$ cat src/quad_timer_pkg.sv
package quad_timer_pkg;

   // Configuration header offsets (byte addresses).
   localparam logic [7:0] CFG_IDENT    = 8'h00;
   localparam logic [7:0] CFG_CMD_STAT = 8'h04;
   localparam logic [7:0] CFG_CLASS    = 8'h08;
   localparam logic [7:0] CFG_HDR      = 8'h0c;
   localparam logic [7:0] CFG_BAR_CTL  = 8'h10;
   localparam logic [7:0] CFG_BAR_NVR  = 8'h14;
   localparam logic [7:0] CFG_BAR_TMR  = 8'h18;
   localparam logic [7:0] CFG_SUBSYS   = 8'h2c;
   localparam logic [7:0] CFG_INT      = 8'h3c;

   // Timer window offsets (byte addresses inside the window).
   localparam logic [5:0] OFS_CTRL   = 6'h00;
   localparam logic [5:0] OFS_LATCH  = 6'h04;
   localparam logic [5:0] OFS_LOAD12 = 6'h10;
   localparam logic [5:0] OFS_LOAD3  = 6'h14;
   localparam logic [5:0] OFS_LOAD4  = 6'h18;
   localparam logic [5:0] OFS_CUR12  = 6'h20;
   localparam logic [5:0] OFS_CUR3   = 6'h24;
   localparam logic [5:0] OFS_CUR4   = 6'h28;
   localparam logic [5:0] OFS_CLR1   = 6'h30;
   localparam logic [5:0] OFS_CLR2   = 6'h34;
   localparam logic [5:0] OFS_CLR3   = 6'h38;
   localparam logic [5:0] OFS_CLR4   = 6'h3c;

   // Per-timer byte lane of the control and cause register.
   localparam int LANE_W    = 8;
   localparam int CAUSE_BIT = 0;
   localparam int RUN_BIT   = 1;
   localparam int IRQEN_BIT = 2;
   localparam int SEL_LSB   = 3;
   localparam int LATCH_ALL_BIT = 0;
   localparam logic [31:0] CTRL_RESET  = 32'h00000000;
   localparam logic [31:0] LATCH_RESET = 32'h00000000;
   localparam logic [31:0] LOAD_RESET  = 32'h00000000;

   // Window sizes as address bits, command and status bit positions.
   localparam int TMR_WIN_BITS = 6;
   localparam int NVR_WIN_BITS = 15;
   localparam int CMD_MEM_BIT  = 1;
   localparam int STAT_INT_BIT = 19;
   localparam logic [7:0] INT_PIN_A = 8'h01;
   localparam logic [7:0] HDR_TYPE  = 8'h00;

   // Timer clock rates: 2 MHz, 1 MHz, 500 kHz, 250 kHz by select code.
   localparam int CLK_PERIOD_NS = 10;
   localparam int RATE0_NS = 500;
   localparam int RATE1_NS = 1000;
   localparam int RATE2_NS = 2000;
   localparam int RATE3_NS = 4000;
   localparam int DIV_W = 9;
   localparam logic [DIV_W-1:0] RATE0_CYC = DIV_W'(RATE0_NS / CLK_PERIOD_NS);
   localparam logic [DIV_W-1:0] RATE1_CYC = DIV_W'(RATE1_NS / CLK_PERIOD_NS);
   localparam logic [DIV_W-1:0] RATE2_CYC = DIV_W'(RATE2_NS / CLK_PERIOD_NS);
   localparam logic [DIV_W-1:0] RATE3_CYC = DIV_W'(RATE3_NS / CLK_PERIOD_NS);

endpackage

$ cat src/timer_rate_gen.sv
module timer_rate_gen (
   input  wire logic       clk,
   input  wire logic       resetn,
   input  wire logic [1:0] sel,
   output logic            tick
);

   typedef struct packed {
      logic [quad_timer_pkg::DIV_W-1:0] cnt;
      logic                             tick;
   } gen_t;

   gen_t s;
   gen_t next_s;
   logic [quad_timer_pkg::DIV_W-1:0] limit;

   always_comb begin
      case (sel)
         2'h0:    limit = quad_timer_pkg::RATE0_CYC;
         2'h1:    limit = quad_timer_pkg::RATE1_CYC;
         2'h2:    limit = quad_timer_pkg::RATE2_CYC;
         default: limit = quad_timer_pkg::RATE3_CYC;
      endcase
   end

   // A change of rate takes effect at once; a count already past the new
   // limit wraps on the next cycle rather than running on to overflow.
   always_comb begin
      next_s = s;
      next_s.tick = 1'b0;
      if (s.cnt >= limit - 1'b1) begin
         next_s.cnt = '0;
         next_s.tick = 1'b1;
      end else begin
         next_s.cnt = s.cnt + 1'b1;
      end
   end

   always_ff @(posedge clk or negedge resetn) begin
      if (!resetn) begin
         s <= '0;
      end else begin
         s <= next_s;
      end
   end

   assign tick = s.tick;

endmodule

$ cat src/timer_channel.sv
module timer_channel #(
   parameter int W = 16
) (
   input  wire logic         clk,
   input  wire logic         resetn,
   input  wire logic         tick,
   input  wire logic         run,
   input  wire logic         loadReq,
   input  wire logic [W-1:0] loadValue,
   output logic [W-1:0]      count,
   output logic              expired
);

   typedef struct packed {
      logic         pend;
      logic [W-1:0] count;
      logic         expired;
   } chan_t;

   chan_t s;
   chan_t next_s;

   always_comb begin
      next_s = s;
      next_s.expired = 1'b0;
      if (tick) begin
         if (s.pend) begin
            next_s.count = loadValue;
            next_s.pend = 1'b0;
         end else if (run) begin
            if (s.count == '0) begin
               next_s.count = loadValue;
               next_s.expired = 1'b1;
            end else begin
               next_s.count = s.count - 1'b1;
            end
         end
      end
      // A write landing on the tick itself waits for the following tick.
      if (loadReq) begin
         next_s.pend = 1'b1;
      end
   end

   always_ff @(posedge clk or negedge resetn) begin
      if (!resetn) begin
         s <= '0;
      end else begin
         s <= next_s;
      end
   end

   assign count = s.count;
   assign expired = s.expired;

endmodule

$ cat src/quad_interval_timers.sv
module quad_interval_timers #(
   parameter logic [15:0] VENDOR_CODE     = 16'h1234, // arbitrary value
   parameter logic [15:0] DEVICE_CODE     = 16'h0001, // arbitrary value
   parameter logic [15:0] SUB_VENDOR_CODE = 16'h1234, // arbitrary value
   parameter logic [15:0] SUB_DEVICE_CODE = 16'h0002, // arbitrary value
   parameter logic [31:0] CLASS_REV_CODE  = 32'h11800000,
   parameter int          CTL_WIN_BITS    = 12
) (
   input  wire logic        clk,
   input  wire logic        resetn,
   input  wire logic        cfgSel,
   input  wire logic        memSel,
   input  wire logic        wrEn,
   input  wire logic        rdEn,
   input  wire logic [31:0] addr,
   input  wire logic [3:0]  byteEn,
   input  wire logic [31:0] wdata,
   output logic [31:0]      rdata,
   output logic             ack,
   output logic             claim,
   output logic             intAOut,
   output logic             intAOe
);

   localparam int NT = 4;
   // The lane width is fixed here because the timer loop below needs it.
   localparam int LANE_W = quad_timer_pkg::LANE_W;

   typedef struct packed {
      logic [31:0]         ctrl;
      logic [31:0]         latchMode;
      logic [31:0]         load12;
      logic [31:0]         load3;
      logic [31:0]         load4;
      logic [NT-1:0][31:0] latched;
      logic                memEn;
      logic [31:0]         barCtl;
      logic [31:0]         barNvr;
      logic [31:0]         barTmr;
      logic [7:0]          intLine;
      logic [NT-1:0]       loadPulse;
      logic [31:0]         rdata;
      logic                ack;
      logic                claim;
      logic                intA;
   } regs_t;

   regs_t s;
   regs_t next_s;

   logic [NT-1:0][31:0] live;
   logic [NT-1:0][31:0] loadVal;
   logic [NT-1:0]       tick;
   logic [NT-1:0]       expired;

   // Byte-enable merge of a write into a stored word.
   function automatic logic [31:0] merge(input logic [31:0] old,
                                         input logic [31:0] nw,
                                         input logic [3:0]  be);
      logic [31:0] r;
      r = old;
      for (int b = 0; b < 4; b++) begin
         if (be[b]) begin
            r[8*b +: 8] = nw[8*b +: 8];
         end
      end
      return r;
   endfunction

   // Base register with the window size bits forced to zero.
   function automatic logic [31:0] bar_mask(input logic [31:0] v,
                                            input int          bits);
      logic [31:0] r;
      r = v;
      for (int b = 0; b < 32; b++) begin
         if (b < bits) begin
            r[b] = 1'b0;
         end
      end
      return r;
   endfunction

   assign loadVal[0] = {16'h0000, s.load12[15:0]};
   assign loadVal[1] = {16'h0000, s.load12[31:16]};
   assign loadVal[2] = s.load3;
   assign loadVal[3] = s.load4;

   generate
      for (genvar i = 0; i < NT; i++) begin : g_timer
         localparam int W = (i < 2) ? 16 : 32;
         logic [W-1:0] cnt;

         timer_rate_gen u_rate (
            .clk    (clk),
            .resetn (resetn),
            .sel    (s.ctrl[LANE_W*i + quad_timer_pkg::SEL_LSB +: 2]),
            .tick   (tick[i])
         );

         timer_channel #(
            .W (W)
         ) u_chan (
            .clk       (clk),
            .resetn    (resetn),
            .tick      (tick[i]),
            .run       (s.ctrl[LANE_W*i + quad_timer_pkg::RUN_BIT]),
            .loadReq   (s.loadPulse[i]),
            .loadValue (loadVal[i][W-1:0]),
            .count     (cnt),
            .expired   (expired[i])
         );

         assign live[i] = 32'(cnt);
      end
   endgenerate

   logic        cfgReq;
   logic        memReq;
   logic [5:0]  ofs;
   logic [31:0] rd;
   logic        hit;
   logic        latchAll;

   always_comb begin
      next_s = s;
      next_s.ack = 1'b0;
      next_s.claim = 1'b0;
      next_s.rdata = 32'h00000000;
      next_s.loadPulse = '0;
      rd = 32'h00000000;
      hit = 1'b0;
      ofs = addr[5:0];
      latchAll = s.latchMode[quad_timer_pkg::LATCH_ALL_BIT];
      cfgReq = cfgSel && (rdEn || wrEn);
      // The base is aligned to the window size, so only the upper address
      // bits are compared and the low six select the register.
      memReq = !cfgSel && memSel && (rdEn || wrEn) && s.memEn &&
               (addr[31:quad_timer_pkg::TMR_WIN_BITS] ==
                s.barTmr[31:quad_timer_pkg::TMR_WIN_BITS]);

      if (cfgReq) begin
         hit = 1'b1;
         case (addr[7:0])
            quad_timer_pkg::CFG_IDENT: begin
               rd = {DEVICE_CODE, VENDOR_CODE};
            end
            quad_timer_pkg::CFG_CMD_STAT: begin
               // Only memory decoding is kept; the other command bits read
               // as zero because this function never masters the bus.
               rd = 32'h00000000;
               rd[quad_timer_pkg::CMD_MEM_BIT] = s.memEn;
               rd[quad_timer_pkg::STAT_INT_BIT] = s.intA;
               if (wrEn && byteEn[0]) begin
                  next_s.memEn = wdata[quad_timer_pkg::CMD_MEM_BIT];
               end
            end
            quad_timer_pkg::CFG_CLASS: begin
               rd = CLASS_REV_CODE;
            end
            quad_timer_pkg::CFG_HDR: begin
               rd = {8'h00, quad_timer_pkg::HDR_TYPE, 16'h0000};
            end
            quad_timer_pkg::CFG_BAR_CTL: begin
               rd = bar_mask(s.barCtl, CTL_WIN_BITS);
               if (wrEn) begin
                  next_s.barCtl = merge(s.barCtl, wdata, byteEn);
               end
            end
            quad_timer_pkg::CFG_BAR_NVR: begin
               rd = bar_mask(s.barNvr, quad_timer_pkg::NVR_WIN_BITS);
               if (wrEn) begin
                  next_s.barNvr = merge(s.barNvr, wdata, byteEn);
               end
            end
            quad_timer_pkg::CFG_BAR_TMR: begin
               rd = bar_mask(s.barTmr, quad_timer_pkg::TMR_WIN_BITS);
               if (wrEn) begin
                  next_s.barTmr = merge(s.barTmr, wdata, byteEn);
               end
            end
            quad_timer_pkg::CFG_SUBSYS: begin
               rd = {SUB_DEVICE_CODE, SUB_VENDOR_CODE};
            end
            quad_timer_pkg::CFG_INT: begin
               // Only the line byte is writable; the pin byte always reports
               // the first interrupt line.
               rd = {16'h0000, quad_timer_pkg::INT_PIN_A, s.intLine};
               if (wrEn && byteEn[0]) begin
                  next_s.intLine = wdata[7:0];
               end
            end
            default: begin
               rd = 32'h00000000;
            end
         endcase
      end else if (memReq) begin
         hit = 1'b1;
         case (ofs)
            quad_timer_pkg::OFS_CTRL: begin
               rd = s.ctrl;
               if (wrEn) begin
                  next_s.ctrl = merge(s.ctrl, wdata, byteEn);
               end
            end
            quad_timer_pkg::OFS_LATCH: begin
               rd = s.latchMode;
               if (wrEn) begin
                  next_s.latchMode = merge(s.latchMode, wdata, byteEn);
               end
            end
            quad_timer_pkg::OFS_LOAD12: begin
               // A load is only marked here; the channel applies it on its
               // own timer clock, so a count never jumps between ticks.
               rd = s.load12;
               if (wrEn) begin
                  next_s.load12 = merge(s.load12, wdata, byteEn);
                  next_s.loadPulse[0] = byteEn[0] || byteEn[1];
                  next_s.loadPulse[1] = byteEn[2] || byteEn[3];
               end
            end
            quad_timer_pkg::OFS_LOAD3: begin
               rd = s.load3;
               if (wrEn) begin
                  next_s.load3 = merge(s.load3, wdata, byteEn);
                  next_s.loadPulse[2] = |byteEn;
               end
            end
            quad_timer_pkg::OFS_LOAD4: begin
               rd = s.load4;
               if (wrEn) begin
                  next_s.load4 = merge(s.load4, wdata, byteEn);
                  next_s.loadPulse[3] = |byteEn;
               end
            end
            quad_timer_pkg::OFS_CUR12: begin
               // The live count is returned and captured in one step.
               rd = {live[1][15:0], live[0][15:0]};
               if (rdEn) begin
                  next_s.latched[0] = live[0];
                  next_s.latched[1] = live[1];
                  if (latchAll) begin
                     next_s.latched[2] = live[2];
                     next_s.latched[3] = live[3];
                  end
               end
            end
            quad_timer_pkg::OFS_CUR3: begin
               // In latch-all mode the snapshot from the low-pair read must
               // survive this read, so the stored copy is returned.
               rd = latchAll ? s.latched[2] : live[2];
               if (rdEn && !latchAll) begin
                  next_s.latched[2] = live[2];
               end
            end
            quad_timer_pkg::OFS_CUR4: begin
               rd = latchAll ? s.latched[3] : live[3];
               if (rdEn && !latchAll) begin
                  next_s.latched[3] = live[3];
               end
            end
            quad_timer_pkg::OFS_CLR1, quad_timer_pkg::OFS_CLR2,
            quad_timer_pkg::OFS_CLR3, quad_timer_pkg::OFS_CLR4: begin
               // Write-only ports; the data written does not matter.
               rd = 32'h00000000;
               if (wrEn) begin
                  next_s.ctrl[LANE_W*32'(ofs[3:2]) +
                              quad_timer_pkg::CAUSE_BIT] = 1'b0;
               end
            end
            default: begin
               rd = 32'h00000000;
            end
         endcase
      end

      // Timeouts are applied after any software clear, so an expiry in the
      // same cycle as a clear keeps the flag set and no event is lost.
      for (int i = 0; i < NT; i++) begin
         if (expired[i]) begin
            next_s.ctrl[LANE_W*i + quad_timer_pkg::CAUSE_BIT] = 1'b1;
         end
      end

      // The pin follows the next register values, so a clear or an enable
      // reaches it in the same cycle as the control register itself.
      next_s.intA = 1'b0;
      for (int i = 0; i < NT; i++) begin
         if (next_s.ctrl[LANE_W*i + quad_timer_pkg::CAUSE_BIT] &&
             next_s.ctrl[LANE_W*i + quad_timer_pkg::IRQEN_BIT]) begin
            next_s.intA = 1'b1;
         end
      end

      if (hit) begin
         next_s.ack = 1'b1;
         next_s.claim = 1'b1;
         next_s.rdata = rdEn ? rd : 32'h00000000;
      end else if (memSel && (rdEn || wrEn)) begin
         // Unclaimed memory cycles are acknowledged so the host never hangs.
         next_s.ack = 1'b1;
      end
   end

   always_ff @(posedge clk or negedge resetn) begin
      if (!resetn) begin
         s <= '0;
         s.ctrl <= quad_timer_pkg::CTRL_RESET;
         s.latchMode <= quad_timer_pkg::LATCH_RESET;
         s.load12 <= quad_timer_pkg::LOAD_RESET;
         s.load3 <= quad_timer_pkg::LOAD_RESET;
         s.load4 <= quad_timer_pkg::LOAD_RESET;
      end else begin
         s <= next_s;
      end
   end

   assign rdata = s.rdata;
   assign ack = s.ack;
   assign claim = s.claim;
   // The interrupt pin is open drain: it is only ever pulled low.
   assign intAOut = 1'b0;
   assign intAOe = s.intA;

endmodule

$ cat config.mk
export PLATFORM = sky130hd
export DESIGN_NAME = quad_interval_timers
export DESIGN_NICKNAME = d
export VERILOG_FILES = /design/src/quad_timer_pkg.sv /design/src/timer_rate_gen.sv /design/src/timer_channel.sv /design/src/quad_interval_timers.sv
export SDC_FILE = /design/constraint.sdc
export NUM_CORES = 1
export LEC_CHECK = 0
export ABC_AREA = 0
export BUFFER_PORTS_ARGS = -buffer_cell sky130_fd_sc_hd__buf_2
export CAP_MARGIN = 40
export CELL_PAD_IN_SITES_DETAIL_PLACEMENT = 1
export CELL_PAD_IN_SITES_GLOBAL_PLACEMENT = 1
export CORE_MARGIN = 3
export CORE_UTILIZATION = 53
export DETAILED_ROUTE_END_ITERATION = 7
export GPL_ROUTABILITY_DRIVEN = 0
export PLACE_DENSITY_LB_ADDON = 0.3
export RECOVER_POWER = 100
export SYNTH_ARGS = -nofsm -noshare
export SYNTH_HDL_FRONTEND = slang
export SYNTH_SLANG_ARGS = --single-unit
$ cat constraint.sdc
create_clock -name clk -period 5.5 [get_ports clk]
set_input_delay 0.55 -clock clk [delete_from_list [all_inputs] [get_ports clk]]
set_output_delay 0.55 -clock clk [all_outputs]
set_load 0.01 [all_outputs]
Word level (Yosys, flattened, before mapping)

Index checks and enable logic that the tools add are counted.

Logic and storage cells: 310
Output and inout port bits: 36
Bits in registers: 528

Bitwise logic cells: 3
Equality and inequality tests: 37
Reductions and logical operators: 80
Muxes and demuxes: 110
Magnitude comparators: 6
Add/sub/neg operators: 12

Operators with widths:

| operator              | count |
|---|---|
| $mux 32               | 22 |
| $mux 283              | 2 |
| $pmux 32 s8           | 2 |
| $pmux 32 s2           | 3 |
| $mux 8                | 20 |
| $mux 128              | 1 |
| $mux 64               | 2 |
| $pmux 9 s3            | 4 |
| $reduce_and 5->1      | 16 |
| $mux 34               | 2 |
| $mux 33               | 2 |
| $logic_not 32->1      | 2 |
| $mux 16               | 4 |
| $sub 32x1->32 const B | 2 |
| $reduce_and 4->1      | 11 |
| $eq 6x6->1 const B    | 7 |
| $add 9x1->9 const B   | 4 |
| $ge 9x9->1            | 4 |
| $mux 18               | 2 |
| $mux 9                | 4 |
| $reduce_and 6->1      | 6 |
| $sub 9x1->9 const B   | 4 |
| $mux 17               | 2 |
| $mux 1                | 33 |
| other kinds (30)      | 87 |

Logic depth before layout (Yosys ltp)

Gate-level depths: netlist of the first run.

Depth in word-level cells: 16
Mapped depth: 12

By module

Synthesis of the first run repeated with hierarchy kept, for this count alone.

Cell total of the unflattened synthesis: 2720
Area total of the unflattened synthesis: 27432.6 sq um

Modules (own cells, without submodules):

| module                                 | cells an instance | instances | area an instance (sq um) |
|---|---|---|---|
| quad_interval_timers                   | 1454              | 1         | 16354.4 |
| timer_channel at g_timer[2].u_chan ... | 324               | 2         | 2561.2 |
| timer_rate_gen                         | 77                | 4         | 802.0 |
| timer_channel at g_timer[0].u_chan ... | 155               | 2         | 1373.8 |

Least setup slack after synthesis of the first run

Ideal clock, no wire load.

Path type: register -> register
From: reg g_timer[3].u_chan.s (netlist bit g_timer[3].u_chan.count[12])
To: reg g_timer[3].u_chan.s (netlist bit g_timer[3].u_chan.count[11])
Data arrival time: 2.837 ns
Cell stages (with the launch flop): 11
Setup slack: 2.543 ns
Data required time: 5.380 ns
Cells stage by stage: dfrtp_1 buf_6 or4_4 buf_6 or4_4 buf_6 or4_4 buf_6 or3_1 a21oi_1 nor2_1

Longest elaborated chain between the ends: 4

RTL lines:

| item                     | RTL line            | text |
|---|---|---|
| start: declaration       | timer_channel.sv:20 | `chan_t s;` |
| start signal: assignment | timer_channel.sv:49 | `s <= next_s;` |
| $logic_not 32->1         | timer_channel.sv:31 | `if (s.count == '0) begin` |
| $mux 32                  | timer_channel.sv:31 |  |
| $mux 33                  | timer_channel.sv:30 | `end else if (run) begin` |
| $mux 32                  | timer_channel.sv:27 | `if (s.pend) begin` |

Every way passes these cells. The select of a mux whose other input is x is not followed.
A chain may end at the register's enable or synchronous reset.

==> results of run 1 <==
placed cells by master, fill, tap and decap left out, drive strengths merged, types with 11 or more instances in the layout:
cell and count:
o21ai 184, a211oi 24, mux2 246, o211ai 31, nor2 203, nand3 76, xor2 59, or3 20
a31oi 12, mux2i 29, a21o 21, dfrtp 479, nor4 28, clkinv 11, o22ai 25, a22oi 72
nor3 59, buf 102, ha 61, clkbuf 131, a21oi 142, o31ai 17, and3 12, inv 55
a222oi 29, nand2 302, or4 17, nand4 17, a221oi 27, xnor2 23
routing by layer:
layer / up-vias / routed length, µm
li1: 9410 / -
met1: 11520 / 36260
met2: 1247 / 43800
met3: 416 / 7243
met4: 4 / 7936
met5: - / 34
cells by family (layout without fill, tap and decap cells):
logic type,after synthesis,after routing,share of synthesized area [%]
xor gates and xnor gates,82,82,2.821
DFF,479,479,47.07
adders and majority gates,61,61,2.997
buffers and inverters,238,303,4.152
and+or+nand+nor,792,792,14.56
AOI/OAI and AO/OA,646,646,16.36
other,1,5,0.01473
muxes,275,275,12.02
metrics by stage:
stage               setup slack (ns)  cells  power (mW)  cell area, µm²  util, %
floorplan                      2.543   2574       3.679           25460        -
global placement               1.714   3145       3.862           26270    55.84
detailed placement             1.628   3151       3.873           26350    56.01
CTS                            1.715   3240       7.365           28030    59.57
global route                  0.8982   3246       7.531           27900    59.30
finish                         1.236   3250       7.357           27910    59.32
cell type report:
class                   count  area share, %
diodes                      4        0.03586
clock buffers              76          5.492
clock inverters            12         0.4842
inverters                  57         0.7666
multi-input cells        1857          44.41
flip-flops and latches    479          42.95
well taps                 607          2.721
repair buffers            158          3.143
power breakdown:
group	switching (mW)	leakage [nW]	total, mW	internal [mW]
logic	0.221	5.50	0.278	0.0565
registers	0.00654	6.59	3.54	3.53
clock network	1.49	0.830	3.54	2.05
total	1.72	12.9	7.36	5.64
registers in the layout, summed over array words and instances (netlist names):
| signal | cells |
|---|---|
| s | 203 |
| g_timer.u_rate.tick | 4 |
| loadVal | 96 |
| g_timer.u_rate.s | 36 |
| claim | 1 |
| intAOe | 1 |
| rdata | 32 |
| g_timer.u_chan.count | 96 |
| ack | 1 |
| g_timer.u_chan.s | 4 |
| latchAll | 1 |
| g_timer.u_chan.expired | 4 |
what timing repair did:
| item | 4_1_cts | 5_1_grt |
|---|---|---|
| hold buffers | 1 | 0 |
| endpoints found under the setup margin | 0 | 0 |
| hold endpoints to repair | 66 | 0 |
worst paths after layout:
kind / start / endpoint / depth (start not counted)
setup / recovery: s[57] / rdata[7] / 9
hold / removal: memSel / ack / 2
setup reg to reg: s[57] / rdata[7] / 9
hold reg to reg: s[38] / g_timer[3].u_chan.s[33] / 1
max in group asynchronous: resetn / s[73] / 3
min in group asynchronous: resetn / g_timer[0].u_rate.s[5] / 2
==> impl_metrics.yaml, run 1 <==
floorplan:
  start_util_pct: 54.12
  die-area_um2: 50710
  ios: 110
  dieHeight_um: 225.2
  die_w_um: 225.2
  core_um2: 47050
  rows: 79
timing:
  timing_hold_violations_final: 0
  period_share_pct: 77.53
  clock.fmax_ghz: 0.2345
  final-setup-viol-count: 0
  finalMaxSlewViolations: 226
  finalClockSkew_ns: 0.01378
  rsz0062_at_grt: "no"
  setup_tns_ns: 0
  min_period_ns: 4.264
  fin_hold_ws_ns: 0.1943
  max_slew_margin_pct: -110.8
  worstMarginPinSlew_ns: 3.162
logic_synthesis:
  synthFlopType: "dfrtp_1"
  syn-cell-area_um2: 25460
  synthMostInstantiatedCell: "dfrtp_1"
  ys_warn_count: 0
  synth_top_area_cell: "dfrtp_1"
  synth_area_leaders: "dfrtp_1 (47%), mux2_2 (11%), nand2_1 (4.4%)"
  synth_top_area_share_pct: 47.07
  avgSynthCellArea_um2: 9.892
  synth_edf_count: 0
  synth_cell_types: 75
  synthTopCellsByCount: "dfrtp_1 (479), nand2_1 (301), mux2_2 (245), nor2_1 (202), o21ai_0 (178)"
  synth_cells: 2574
  ys_seq_elements: 479
  synth_fp_nets: 2709
  async_flop_share_pct: 100.0
  seq_area_frac_synth_pct: 47.07
clock_tree:
  cts_tree: "yes"
  cts.path.max_buffers: 3
  cts_root_buffer: "clkbuf_16"
  htreeDepth: 2
  clock_latency_ns: 0.61
  cts_resized: 0
  numCtsBuffers: 52
  cts_setup_buffers: 0
  cts.reportedPaths.clkPinSlew_ns: 0.06
  clock-sinks: 479
worst_setup_path:
  required_ns: 6.02
  endpoint_kind: "flip-flop"
  cpPeakStageDelay_ns: 0.93
  critPathKind: "flip-flop to flip-flop"
  cp_num_buf_inv: 2
  crit_slowest_cell: "clkbuf_1"
  crit_family: "simple AND/OR/NAND/NOR gates"
  cp.arrival_ns: 4.78
  r2r_slack_ns: 1.24
  path_cells: "xor2_1 -> nor4_1 -> nand3_1 -> nor3_1 -> clkbuf_1 -> and4_1 -> buf_4 -> o21ai_0 -> a21oi_1"
  worstSetupStartpointType: "flip-flop"
  path_max_fanout: 22
final_layout:
  area_growth_pct: 9.611
  finalNetCount: 2740
  multi_input_area_um2: 12390
  regArea_um2: 11990
  nFillCells: 5131
  drive_gt1_share_pct: 16.86
global_route:
  grtUsageTotal_pct: 37.42
  grt_max_degree: 129
  antenna_found_initial: 5
  gr-usage-met2_pct: 59.44
  met3_usage_pct: 6.448
  grt_overflow_total: 0
  grt.busiest_layer: "met2"
  grt_pass1_vias: 23630
  grt_pass1_wl_um: 144700
  gr-usage-met1_pct: 46.71
power_and_ir_drop:
  leakagePower_nw: 12.92
  peakVddDrop_v: 0.0002562
  powerDensity_nw_per_um2: 263.6
hold_path:
  hp-class: "input pin to flip-flop"
route:
  num_vias: 22600
  viasPerCell: 6.953
  drt-total-wl_um: 95270
  wire_per_inst_um: 29.31
  drtPass1Iterations: 8
  dr.first_iter.drc_count: 2468
  drcViolationCount: 4
  final_antenna_net_count: 0
run:
  max-cap-violations: 4
run_status:
  status: "complete, but fails checks"
  violations: "design-rule violations, max-capacitance violations, max-slew violations"
place:
  io_buffer_count: 108
  dp_hpwl_um: 65800
No activity file was read; power rests on OpenSTA's default activity.
==> inputs of run 2 (changes only) <==
--- a/config.mk
+++ b/config.mk
@@ -5,13 +5,13 @@
 export SDC_FILE = /design/constraint.sdc
 export NUM_CORES = 1
 export LEC_CHECK = 0
-export ABC_AREA = 0
+export ABC_AREA = 1
 export BUFFER_PORTS_ARGS = -buffer_cell sky130_fd_sc_hd__buf_2
 export CAP_MARGIN = 40
 export CELL_PAD_IN_SITES_DETAIL_PLACEMENT = 1
 export CELL_PAD_IN_SITES_GLOBAL_PLACEMENT = 1
 export CORE_MARGIN = 3
-export CORE_UTILIZATION = 53
+export CORE_UTILIZATION = 47
 export DETAILED_ROUTE_END_ITERATION = 7
 export GPL_ROUTABILITY_DRIVEN = 0
 export PLACE_DENSITY_LB_ADDON = 0.3
==> constraint.sdc (replaced) <==
create_clock -name clk -period 4.15 [get_ports clk]
set_input_delay 0.415 -clock clk [delete_from_list [all_inputs] [get_ports clk]]
set_output_delay 0.415 -clock clk [all_outputs]
set_load 0.01 [all_outputs]
==> run 2 against run 1 <==
  * The run ends with max-capacitance violations, max-slew violations left
  * Combinational power increased by 46%
  * Synthesized cell count increased by 39%
  * Global-route usage down 2.5 points
  * Via count is 19% higher
  * Utilization decreased by 6.9 points
  * Highest routed layer unchanged
  * Area after synthesis is 7.7% higher
  * Critical path depth up 4
==> impl_metrics.yaml, run 2 <==
run_status:
  status: "complete, but fails checks"
  violations: "max-capacitance violations, max-slew violations"
global_route:
  grt_overflow_total: 0
  antenna_found_initial: 5
  grt_pass1_wl_um: 165000
  grtUsageTotal_pct: 34.90
  grt_pass1_vias: 27810
  grt_max_degree: 116
route:
  drcViolationCount: 0
  final_antenna_net_count: 0
  drtPass1Iterations: 6
  num_vias: 26920
  dr.first_iter.drc_count: 2704
  drt-total-wl_um: 107100
  viasPerCell: 6.124
  wire_per_inst_um: 24.36
worst_setup_path:
  path_max_fanout: 16
  required_ns: 4.67
  path_cells: "buf_2 -> nor2_1 -> nand2_1 -> inv_1 -> nand2_1 -> nand2_1 -> inv_1 -> nor2_1 -> o211ai_1 -> nor2_1 -> nand2_1 -> o21ai_0 -> inv_1"
  endpoint_kind: "flip-flop"
  cp_num_buf_inv: 4
  crit_family: "simple AND/OR/NAND/NOR gates"
  cp.arrival_ns: 4.12
  cp_common_cell: "nand2_1"
  cpPeakStageDelay_ns: 0.78
  crit_slowest_cell: "nor2_1"
  critPathKind: "input pin to flip-flop"
  worstSetupStartpointType: "input pin"
power_and_ir_drop:
  p_seq_share_pct: 45.6
  p_clk_share_pct: 50.4
  peakVddDrop_v: 0.0003259
  p_comb_share_pct: 3.9
  powerDensity_nw_per_um2: 344.0
  leakagePower_nw: 14.08
  p_sw_share_pct: 23.85
  internal_power_mw: 7.830
  finalPower_mw: 10.28
  switchingPower_mw: 2.452
logic_synthesis:
  syn-cell-area_um2: 27440
  synth_cell_types: 59
  synth_area_leaders: "dfrtp_1 (44%), nand2_1 (14%), o21ai_0 (6.2%)"
  synth_edf_count: 0
  ys_seq_elements: 479
  synthTopCellsByCount: "nand2_1 (1005), dfrtp_1 (479), o21ai_0 (338), inv_1 (324), nor2_1 (278)"
  synth_top_area_cell: "dfrtp_1"
  async_flop_share_pct: 100.0
  ys_warn_count: 0
  synth_top_area_share_pct: 43.69
  avgSynthCellArea_um2: 7.694
  synthFlopType: "dfrtp_1"
  synth_fp_nets: 3701
  synthMostInstantiatedCell: "nand2_1"
  synth_cells: 3566
  seq_area_frac_synth_pct: 43.69
final_layout:
  final_common_cell: "nand2_1"
  finalNetCount: 3729
  layout_common_cells: "nand2_1 (1013), dfrtp_1 (478), o21ai_0 (444), inv_1 (326), nor2_1 (285)"
  regMostFlops: "s"
  drive_gt1_share_pct: 6.793
  area_growth_pct: 8.957
  largest_reg_flops: 203
  nFillCells: 7198
timing:
  worstMarginPinSlew_ns: 2.753
  period_share_pct: 86.87
  clock.fmax_ghz: 0.2774
  min_period_ns: 3.605
  final-setup-viol-count: 0
  fin_ws_ns: 0.5451
  timing_hold_violations_final: 0
  finalClockSkew_ns: 0.03523
  rsz0062_at_grt: "no"
  finalMaxSlewViolations: 155
  setup_tns_ns: 0
  max_slew_margin_pct: -83.57
clock_tree:
  clock_latency_ns: 0.64
  cts_root_buffer: "clkbuf_16"
  cts.reportedPaths.clkPinSlew_ns: 0.07
  htreeDepth: 2
  clock-sinks: 479
  cts.path.max_buffers: 3
  cts_resized: 0
  cts_tree: "yes"
  numCtsBuffers: 54
floorplan:
  rows: 87
  die-area_um2: 61310
  core_um2: 57040
  ios: 110
  start_util_pct: 48.10
  dieHeight_um: 247.6
  die_w_um: 247.6
place:
  pre_cts_ws_ns: 0.9187
  dp_hpwl_um: 78240
  io_buffer_count: 108
run:
  max-cap-violations: 3
hold_path:
  hp-class: "input pin to flip-flop"
==> run 2: worst reg2reg max path, delay by kind of cell, from the launching register on <==
kind	cells	cell delay, ns
compound gates	3	0.55
buf+inv	5	2.40
flops	1	0.32
==> run 2: routing by layer <==
metal  part of all wire [%]  wire [µm]  global-route usage (%)  vias up
met3                    8.6       9233                   6.201      335
met2                     45      48510                   55.57     1247
met4                    5.3       5636                   15.84        2
li1                       -          -                       -    11860
met1                     41      43690                   46.64    13480
met5                  0.012         13                       0        -
==> run 2: worst paths after layout <==
kind	startpoint	end	slack, ns	cells past startpoint
worst max-delay path	addr[0]	s[423]	0.55	13
worst min-delay path	wdata[30]	s[430]	0.03	3
worst max register to register	g_timer[2].u_chan.s[33]	g_timer[2].u_chan.count[5]	0.71	8
worst min register to register	s[37]	g_timer[2].u_chan.s[33]	0.45	1
max in group asynchronous	resetn	loadVal[3]	1.09	3
min in group asynchronous	resetn	g_timer[2].u_rate.s[4]	1.23	2
==> run 2: power by group through the flow <==
stage | combinational (mW) | sequential [mW] | clock (mW)
after CTS | 0.410 | 4.69 | 5.21
after global routing | 0.438 | 4.69 | 5.42
after global placement | 0.396 | 4.77 | 0
final | 0.406 | 4.69 | 5.19
after floorplan | 0.142 | 4.77 | 0
after detailed placement | 0.407 | 4.77 | 0
==> run 2: cell families (layout without fill, tap and decap cells) <==
logic type / after synthesis / count (layout) / share of synthesized area, %
XOR/XNOR: 73 / 73 / 2.330
other: 1 / 4 / 0.01367
buffers and inverters: 528 / 598 / 8.309
adder cells (fa/ha/maj): 61 / 61 / 2.782
multiplexers: 3 / 3 / 0.1095
AO/OA/AOI/OAI: 907 / 907 / 19.89
flip-flops: 479 / 479 / 43.69
AND/OR/NAND/NOR: 1514 / 1514 / 22.87
==> run 2: through the flow <==
stage	instance area, µm²	hold slack (ns)	std cells	util (%)
after floorplan	27440	0.1194	3566	-
after detailed placement	28370	0.4383	4293	49.73
after CTS	30260	0.02077	4392	53.05
after global placement	28350	0.4254	4291	49.70
after global routing	29880	0.03183	4392	52.39
final	29890	0.03311	4395	52.41
==> run 2: layout make-up <==
type	count	area (µm²)	area share (%)
multi-input cells	2559	12880	43.08
flip-flops and latches	479	11990	40.11
clock buffers	74	1528	5.111
inverters	352	1324	4.428
well taps	756	945.9	3.164
repair buffers	148	864.6	2.892
clock inverters	24	355.3	1.189
diodes	3	7.507	0.02511
==> run 2: what timing repair did <==
item / 4_1_cts / 5_1_grt
setup endpoints to repair: 0 / 0
hold buffers: 1 / 0
buffers inserted: 0 / 0
endpoints found under the hold margin: 86 / 0
